**src/design/gpp_pkg.sv**
```systemverilog
// Purpose: Shared constants for the general purpose pin port.
// Assumes: One management register word is 16 bits wide.
// Notes:   Register offsets are word addresses in the management space.
//
// Behaviour
// RULE1: A 16-bit pin level readback register sits at offset 0x0F, bits 13..0 map to the pins and bits 15:14 are reserved read-only.
// RULE2: Reading the readback register returns the level sampled on each pin in its bit.
// RULE3: A 16-bit output value register sits at offset 0x10, bits 13..0 hold the value for each pin.
// RULE4: Output value bits 13..0 are writable, read back and clear to 0 at reset, bits 15:14 are reserved read-only.
// RULE5: A 16-bit direction register sits at offset 0x11 with one output enable bit per pin in bits 13..0.
// RULE6: Every direction bit resets to 0 so all pins start as inputs, and bits 15:14 are reserved read-only.
// RULE7: The three registers govern a pin only while its two-bit function select field holds 11; level readback is not gated by the code.
// RULE8: A pin with its output enable set is driven with its output bit, otherwise its driver is released.

package gpp_pkg;

  // ==========================================================
  // Geometry
  localparam int GPP_PIN_CNT = 14;
  localparam int GPP_REG_W = 16;
  localparam int GPP_ADDR_W = 5;
  localparam int GPP_SEL_W = 2;

  // ==========================================================
  // Register offsets
  localparam logic [GPP_ADDR_W-1:0] GPP_OFS_LEVEL = 5'h0F;
  localparam logic [GPP_ADDR_W-1:0] GPP_OFS_OUT = 5'h10;
  localparam logic [GPP_ADDR_W-1:0] GPP_OFS_DIR = 5'h11;

  // ==========================================================
  // Field values and reset values
  localparam logic [GPP_SEL_W-1:0] GPP_SEL_GPIO = 2'h3;
  localparam logic [GPP_PIN_CNT-1:0] GPP_OUT_RST = 14'h0000;
  localparam logic [GPP_PIN_CNT-1:0] GPP_DIR_RST = 14'h0000;
  localparam logic [GPP_PIN_CNT-1:0] GPP_SYNC_RST = 14'h0000;
  localparam logic [GPP_REG_W-1:0] GPP_RDATA_RST = 16'h0000;
  localparam logic [GPP_REG_W-GPP_PIN_CNT-1:0] GPP_RESV_VAL = 2'h0;

endpackage

```
**src/design/gpp_sync_if.sv**
```systemverilog
// Purpose: Carries raw pin levels into the synchroniser and the clean levels back.
// Assumes: Both ends run on clk_sys.
// Notes:   Width follows the pin count of the port.
`timescale 1ns/1ps
`default_nettype none

interface gpp_sync_if;
  import gpp_pkg::*;

  logic [GPP_PIN_CNT-1:0] raw;
  logic [GPP_PIN_CNT-1:0] synced;

  modport user_side (output raw, input synced);
  modport sync_side (input raw, output synced);
endinterface

`default_nettype wire

```
**src/design/gpp_sync.sv**
```systemverilog
// Purpose: Two-flop synchroniser for the pin inputs.
// Assumes: Pin levels are asynchronous to clk_sys.
// Notes:   Only the second stage is visible to the rest of the port.
`timescale 1ns/1ps
`default_nettype none

module gpp_sync
(
  input wire logic clk_sys,
  input wire logic nrst,
  gpp_sync_if.sync_side sb
);
  import gpp_pkg::*;

  logic [GPP_PIN_CNT-1:0] meta_r;
  logic [GPP_PIN_CNT-1:0] clean_r;

  // ==========================================================
  // Stages
  always_ff @(posedge clk_sys or negedge nrst)
  begin
    if (!nrst)
    begin
      meta_r <= GPP_SYNC_RST;
      clean_r <= GPP_SYNC_RST;
    end
    else
    begin
      meta_r <= sb.raw;
      clean_r <= meta_r;
    end
  end

  assign sb.synced = clean_r;

endmodule

`default_nettype wire

```
**src/design/gpp_top.sv**
```systemverilog
// Purpose: General purpose pin port: level readback, output value and direction registers.
// Assumes: Register strobes come from management logic on clk_sys; pins are asynchronous.
// Notes:   Read data appears one cycle after the read strobe and then holds.
`timescale 1ns/1ps
`default_nettype none

module gpp_top
(
  input wire logic clk_sys,
  input wire logic nrst,
  input wire logic [gpp_pkg::GPP_ADDR_W-1:0] reg_addr,
  input wire logic reg_wr_en,
  input wire logic reg_rd_en,
  input wire logic [gpp_pkg::GPP_REG_W-1:0] reg_wdata,
  output logic [gpp_pkg::GPP_REG_W-1:0] reg_rdata,
  input wire logic [gpp_pkg::GPP_PIN_CNT*gpp_pkg::GPP_SEL_W-1:0] pin_func_sel,
  input wire logic [gpp_pkg::GPP_PIN_CNT-1:0] alt_out,
  input wire logic [gpp_pkg::GPP_PIN_CNT-1:0] alt_oe,
  input wire logic [gpp_pkg::GPP_PIN_CNT-1:0] pin_in,
  output logic [gpp_pkg::GPP_PIN_CNT-1:0] pin_out,
  output logic [gpp_pkg::GPP_PIN_CNT-1:0] pin_oe
);
  import gpp_pkg::*;

  // ==========================================================
  // Declarations
  logic [GPP_PIN_CNT-1:0] out_val_r;
  logic [GPP_PIN_CNT-1:0] dir_r;
  logic [GPP_REG_W-1:0] rdata_r;
  logic [GPP_REG_W-1:0] rdata_nxt;
  logic [GPP_PIN_CNT-1:0] pin_out_r;
  logic [GPP_PIN_CNT-1:0] pin_oe_r;
  logic [GPP_PIN_CNT-1:0] pin_out_nxt;
  logic [GPP_PIN_CNT-1:0] pin_oe_nxt;
  logic [GPP_PIN_CNT-1:0] gpio_mode;
  logic [GPP_PIN_CNT-1:0] pin_sync;
  logic wr_out;
  logic wr_dir;

  gpp_sync_if sync_bus ();

  // ==========================================================
  // Input synchroniser
  assign sync_bus.raw = pin_in;
  assign pin_sync = sync_bus.synced;

  gpp_sync u_sync (
    .clk_sys (clk_sys),
    .nrst (nrst),
    .sb (sync_bus.sync_side)
  );

  // ==========================================================
  // Write decode
  // RULE3 output value decode
  assign wr_out = reg_wr_en && (reg_addr == GPP_OFS_OUT);
  // RULE5 direction decode
  assign wr_dir = reg_wr_en && (reg_addr == GPP_OFS_DIR);

  // RULE4 output value storage
  always_ff @(posedge clk_sys or negedge nrst)
  begin
    if (!nrst)
      out_val_r <= GPP_OUT_RST;
    else if (wr_out)
      out_val_r <= reg_wdata[GPP_PIN_CNT-1:0];
  end

  // RULE6 direction storage, inputs at reset
  always_ff @(posedge clk_sys or negedge nrst)
  begin
    if (!nrst)
      dir_r <= GPP_DIR_RST;
    else if (wr_dir)
      dir_r <= reg_wdata[GPP_PIN_CNT-1:0];
  end

  // ==========================================================
  // Read path
  // Writes to the level register are dropped: it only mirrors the pins.
  always_comb
  begin
    rdata_nxt = rdata_r;
    if (reg_rd_en)
    begin
      case (reg_addr)
        // RULE1 RULE2 pin level readback
        GPP_OFS_LEVEL: rdata_nxt = {GPP_RESV_VAL, pin_sync};
        // RULE4 output value readback
        GPP_OFS_OUT: rdata_nxt = {GPP_RESV_VAL, out_val_r};
        // RULE6 direction readback
        GPP_OFS_DIR: rdata_nxt = {GPP_RESV_VAL, dir_r};
        default: rdata_nxt = GPP_RDATA_RST;
      endcase
    end
  end

  always_ff @(posedge clk_sys or negedge nrst)
  begin
    if (!nrst)
      rdata_r <= GPP_RDATA_RST;
    else
      rdata_r <= rdata_nxt;
  end

  assign reg_rdata = rdata_r;

  // ==========================================================
  // Pin drive
  // RULE7 function select gate
  always_comb
  begin
    for (int i = 0; i < GPP_PIN_CNT; i++)
    begin
      gpio_mode[i] = (pin_func_sel[i*GPP_SEL_W +: GPP_SEL_W] == GPP_SEL_GPIO);
    end
  end

  // RULE8 drive or release per pin
  assign pin_oe_nxt = (gpio_mode & dir_r) | (~gpio_mode & alt_oe);
  assign pin_out_nxt = (gpio_mode & out_val_r) | (~gpio_mode & alt_out);

  // Registered so the pad sees no decode glitches; costs one cycle of latency.
  always_ff @(posedge clk_sys or negedge nrst)
  begin
    if (!nrst)
    begin
      pin_oe_r <= GPP_DIR_RST;
      pin_out_r <= GPP_OUT_RST;
    end
    else
    begin
      pin_oe_r <= pin_oe_nxt;
      pin_out_r <= pin_out_nxt;
    end
  end

  assign pin_oe = pin_oe_r;
  assign pin_out = pin_out_r;

  // ==========================================================
  // Checks
  logic boot_r;
  logic warm_r;

  always_ff @(posedge clk_sys or negedge nrst)
  begin
    if (!nrst)
      boot_r <= 1'h0;
    else
      boot_r <= 1'h1;
  end

  // Two edges after release the synchroniser holds real pin levels, not reset zeros
  always_ff @(posedge clk_sys or negedge nrst)
  begin
    if (!nrst)
      warm_r <= 1'h0;
    else
      warm_r <= boot_r;
  end
endmodule

`default_nettype wire

```
**config.mk**
```make
export PLATFORM = sky130hd
export DESIGN_NAME = gpp_top
export DESIGN_NICKNAME = d
export VERILOG_FILES = /design/src/design/gpp_pkg.sv /design/src/design/gpp_sync_if.sv /design/src/design/gpp_sync.sv /design/src/design/gpp_top.sv
export SDC_FILE = /design/constraint.sdc
export NUM_CORES = 1
export LEC_CHECK = 0
export BUFFER_PORTS_ARGS = -buffer_cell sky130_fd_sc_hd__buf_4
export CAP_MARGIN = 30
export CORE_ASPECT_RATIO = 0.7
export CORE_MARGIN = 2
export CORE_UTILIZATION = 30
export CTS_BUF_LIST = sky130_fd_sc_hd__clkbuf_4 sky130_fd_sc_hd__clkbuf_8 sky130_fd_sc_hd__clkbuf_16
export CTS_CLUSTER_DIAMETER = 150
export DETAILED_ROUTE_END_ITERATION = 16
export GPL_ROUTABILITY_DRIVEN = 0
export GPL_TIMING_DRIVEN = 0
export PLACE_DENSITY = 0.61
export RECOVER_POWER = 100
export SYNTH_ARGS = -nofsm -noshare
export SYNTH_HDL_FRONTEND = slang
export SYNTH_HIERARCHICAL = 1
export SYNTH_SLANG_ARGS = --single-unit
```
**constraint.sdc**
```tcl
create_clock -name clk_sys -period 1.15 [get_ports clk_sys]
set_input_delay 0.115 -clock clk_sys [delete_from_list [all_inputs] [get_ports clk_sys]]
set_output_delay 0.115 -clock clk_sys [all_outputs]
set_load 0.005 [all_outputs]
```
Word-level counts from Yosys, hierarchy flattened. Index checks and enable logic that the tools add are counted.

Equality and inequality tests: 17. Bitwise operators: 7. Reductions and logical operators: 2. Muxes and demuxes: 1.

Operators with widths (number): bitwise AND 14 bit (4); case mux 14 bit (3 select lines) (1); == test 2 bit (second input constant) (14); OR 14 bit (2); NOT 14 bit (1); == test 5 bit (second input constant) (2); == test 5 x 4 -> 1 bit (second input constant) (1); logical AND 1 bit (2).

Output and inout bits: 44. Logic and storage cells: 34. Flip-flop bits (word level): 100.

Longest topological paths before layout.
Word-level depth: 4. Depth in mapped cells: 5. Depth with buffers taken out: 3.

Modules after synthesis. The synthesis kept the hierarchy.

By module, submodules not included: gpp_top (seq. area each 1751.7 sq um, instances 1, cells each 202, area each 2957.8 sq um); gpp_sync (seq. area each 700.7 sq um, instances 1, cells each 28, area each 700.7 sq um).

Worst setup path after synthesis. Ideal clock, no wire load.

Path type: in2reg. Start point: input port reg_addr[3] (netlist bit). End point: register dir_r[10]. Slack: -0.158 ns. Cell stages on the path: 5. Required time: 1.023 ns. Setup time: 0.127 ns. Arrival: 1.180 ns. Cells stage by stage: nor4b_4 -> and3_1 -> buf_4 -> buf_6 -> mux2_1.

Longest elaborated chain between the ends: 2.

Ends and longest elaborated chain: start: declaration (RTL line gpp_top.sv:11) `input wire logic [gpp_pkg::GPP_ADDR_W-1:0] reg_addr,`; == test 5 bit (RTL line gpp_top.sv:58) `assign wr_dir = reg_wr_en && (reg_addr == GPP_OFS_DIR);`; logical AND 1 bit (RTL line gpp_top.sv:58); end signal: assignment (RTL line gpp_top.sv:75) `dir_r <= reg_wdata[GPP_PIN_CNT-1:0];`; end: declaration (RTL line gpp_top.sv:28) `logic [GPP_PIN_CNT-1:0] dir_r;`.

Every way passes these cells. A chain may end at the register's enable or synchronous reset.

Final worst setup path.
Start point: input port reg_addr[3] (netlist bit). End point: register dir_r[3].

The elaborated chain is that of the path after synthesis.

==> flow_summary.json <==
{
  "layout.cells.non_filler": 587,
  "ir_drop_mv": 0.842,
  "area_growth_pct": 55.6,
  "yosysUniqueCellTypes": 20,
  "min_period_ps": 1110,
  "design.core.area_um2": 11800,
  "tightest_slew_ps": 604,
  "grtUsageTotal_pct": 14.0,
  "finalSetupViolCount": 0,
  "power_density_nw_per_um2": 1470,
  "p_leak_nw": 2.72,
  "wl_per_cell_um": 15.2,
  "worst-setup-path-type": "input port to flip-flop",
  "dieWidth_um": 136,
  "diodes": 0,
  "synth_sequential_area_ratio_pct": 67.0,
  "final_layout_size_suffix_gt1_share_pct": 49.8,
  "root_buffer": "clkbuf_16",
  "fin_util_pct": 48.2,
  "antenna_found_initial": 0,
  "fmax_mhz": 897,
  "status": "completed",
  "vias": 2538,
  "startpoint_type": "input port",
  "cts_tree": "yes",
  "mostFrequentLayoutCells": "dfrtp_1 (98), clkbuf_4 (69), buf_4 (61)",
  "htree_levels": 3,
  "dieArea_um2": 13100,
  "reg2reg_slack_ps": 50,
  "clock_path_buffers": 2,
  "max-slew-margin-rel_pct": 59.7,
  "layout_commonest_cell": "dfrtp_1",
  "hp-class": "input port to flip-flop",
  "pin_count": 139,
  "rsz0062_at_grt": "no",
  "drv_slew": 0,
  "grt_overflow": 0,
  "dr.pass1.iters": 4,
  "wl_um": 8920,
  "dieHeight_um": 96.4,
  "grt_pass1_wl_um": 13700,
  "grt_max_degree": 55,
  "arrival_ps": 1330,
  "avgSynthCellArea_um2": 15.9,
  "start_util_pct": 31.0,
  "grt_pass1_vias": 2691,
  "maxCapViolCount": 0,
  "dp.cells": 522,
  "cts-buffers-inserted": 9,
  "crit_required_ps": 1360,
  "vias_per_cell": 4.32,
  "drtIter0Drc": 65,
  "syn_area_um2": 3660,
  "nFillCells": 1099,
  "syn_inst": 230,
  "hpwl_um": 5960,
  "end_kind": "flip-flop",
  "ys_ff_latch": 98,
  "cp_max_fo": 14,
  "multiInputGateArea_um2": 1150,
  "yosysWarnings": 6,
  "finalHoldViolations": 0,
  "finalPower_mw": 8.36,
  "clock_latency_ps": 340,
  "num_rows": 33,
  "worst_clock_skew_ps": 6.27,
  "ant_nets": 0,
  "seqCellArea_um2": 2450,
  "clkSlewWorstSetupHoldPaths_ps": 70,
  "port_buffers": 133,
  "clock-sinks": 98,
  "fin_crit_sh_pct": 97.0,
  "fin_nets": 521,
  "drc": 0
}
-- metal layers --
metal / vias to the layer above / routed length (um) / track usage (%)
li1: 1206 / - / -
met3: 9 / 565 / 4.12
met4: 0 / 113 / 4.43
met1: 1241 / 4010 / 17.9
met2: 82 / 4230 / 23.4
met5: - / 0 / 0
-- registers in the layout, summed over array words and instances (netlist names) --
register / cells
pin_oe: 14
u_sync/meta_r: 14
out_val_r: 14
dir_r: 14
reg_rdata: 14
u_sync/sb.synced: 14
pin_out: 14
-- worst paths after layout --
path	start	to	cells after the start
hold reg to reg	u_sync/meta_r[0]	u_sync/sb.synced[0]	0
max in group asynchronous	nrst	pin_oe[1]	3
setup reg to reg	out_val_r[13]	reg_rdata[13]	2
hold / removal	reg_wdata[13]	dir_r[13]	2
setup / recovery	reg_addr[3]	dir_r[3]	5
min in group asynchronous	nrst	pin_out[5]	2
-- cell type report --
| cell class | instances | share of cell area, % |
|---|---|---|
| multi-input combinational | 123 | 20.3 |
| clock inverter | 4 | 1.32 |
| buffer | 9 | 1.28 |
| tap | 157 | 3.45 |
| sequential | 98 | 43.1 |
| timing repair buffer | 185 | 26.1 |
| clock buffer | 11 | 4.44 |
-- metrics by stage --
stage	setup slack, ps	TNS, ps	cell area (um^2)	hold slack (ps)
after floorplan	-156	-1810	3670	-181
after global placement	-471	-22020	4870	224
after detailed placement	-490	-14380	4900	169
after CTS	15.9	0	5720	0.135
after global routing	4.71	0	5690	6.17
final	35.0	0	5690	15.2
-- Yosys cell counts --
| cell type | number | area (um^2) |
|---|---|---|
| nand3b_2 | 1 | 11.3 |
| nor2_1 | 1 | 3.75 |
| nand4b_1 | 1 | 8.76 |
| nor2b_1 | 14 | 87.6 |
| a31oi_1 | 1 | 6.26 |
| and2_1 | 1 | 6.26 |
| buf_2 | 3 | 15.0 |
| mux2_1 | 10 | 113 |
| o21ai_0 | 1 | 5.00 |
| mux2_2 | 60 | 676 |
| clkbuf_1 | 2 | 7.51 |
| nand3_1 | 1 | 5.00 |
| buf_6 | 1 | 11.3 |
| dfrtp_1 | 98 | 2450 |
| and3_1 | 1 | 6.26 |
| conb_1 | 1 | 3.75 |
| nand2_1 | 15 | 56.3 |
| buf_4 | 4 | 30.0 |
| a221o_1 | 13 | 130 |
| nor4b_4 | 1 | 23.8 |
-- logic make-up (layout without fill, tap and decap cells) --
logic type / Yosys count / count (layout) / synth area share (%)
other: 1 / 2 / 0.103
multiplexers: 70 / 70 / 21.5
flip-flops: 98 / 98 / 67.0
AND/OR/NAND/NOR: 36 / 36 / 5.71
buffers and inverters: 10 / 209 / 1.74
AO/OA/AOI/OAI: 15 / 15 / 3.86
-- timing repair --
item | 4_1_cts | 5_1_grt
gates resized for setup | 5 | 2
setup endpoints to repair | 27 | 11
endpoints found under the hold margin | 91 | 0
pin swaps | 1 | 2
hold buffers | 47 | 0
cloned | 0 | 1
setup buffers | 2 | 1
-- power by group --
group / switching [mW] / internal [mW] / total [mW]
sequential: 0.189 / 3.80 / 3.99
clock: 1.23 / 2.01 / 3.24
combinational: 0.381 / 0.752 / 1.13
total: 1.80 / 6.56 / 8.36
-- critical path, cell delays in order --
cell      delay, ps
clkbuf_2        110
nor4b_4         320
and3_1          210
buf_6           210
mux2_1          360
(Power assumes the default switching activity.)
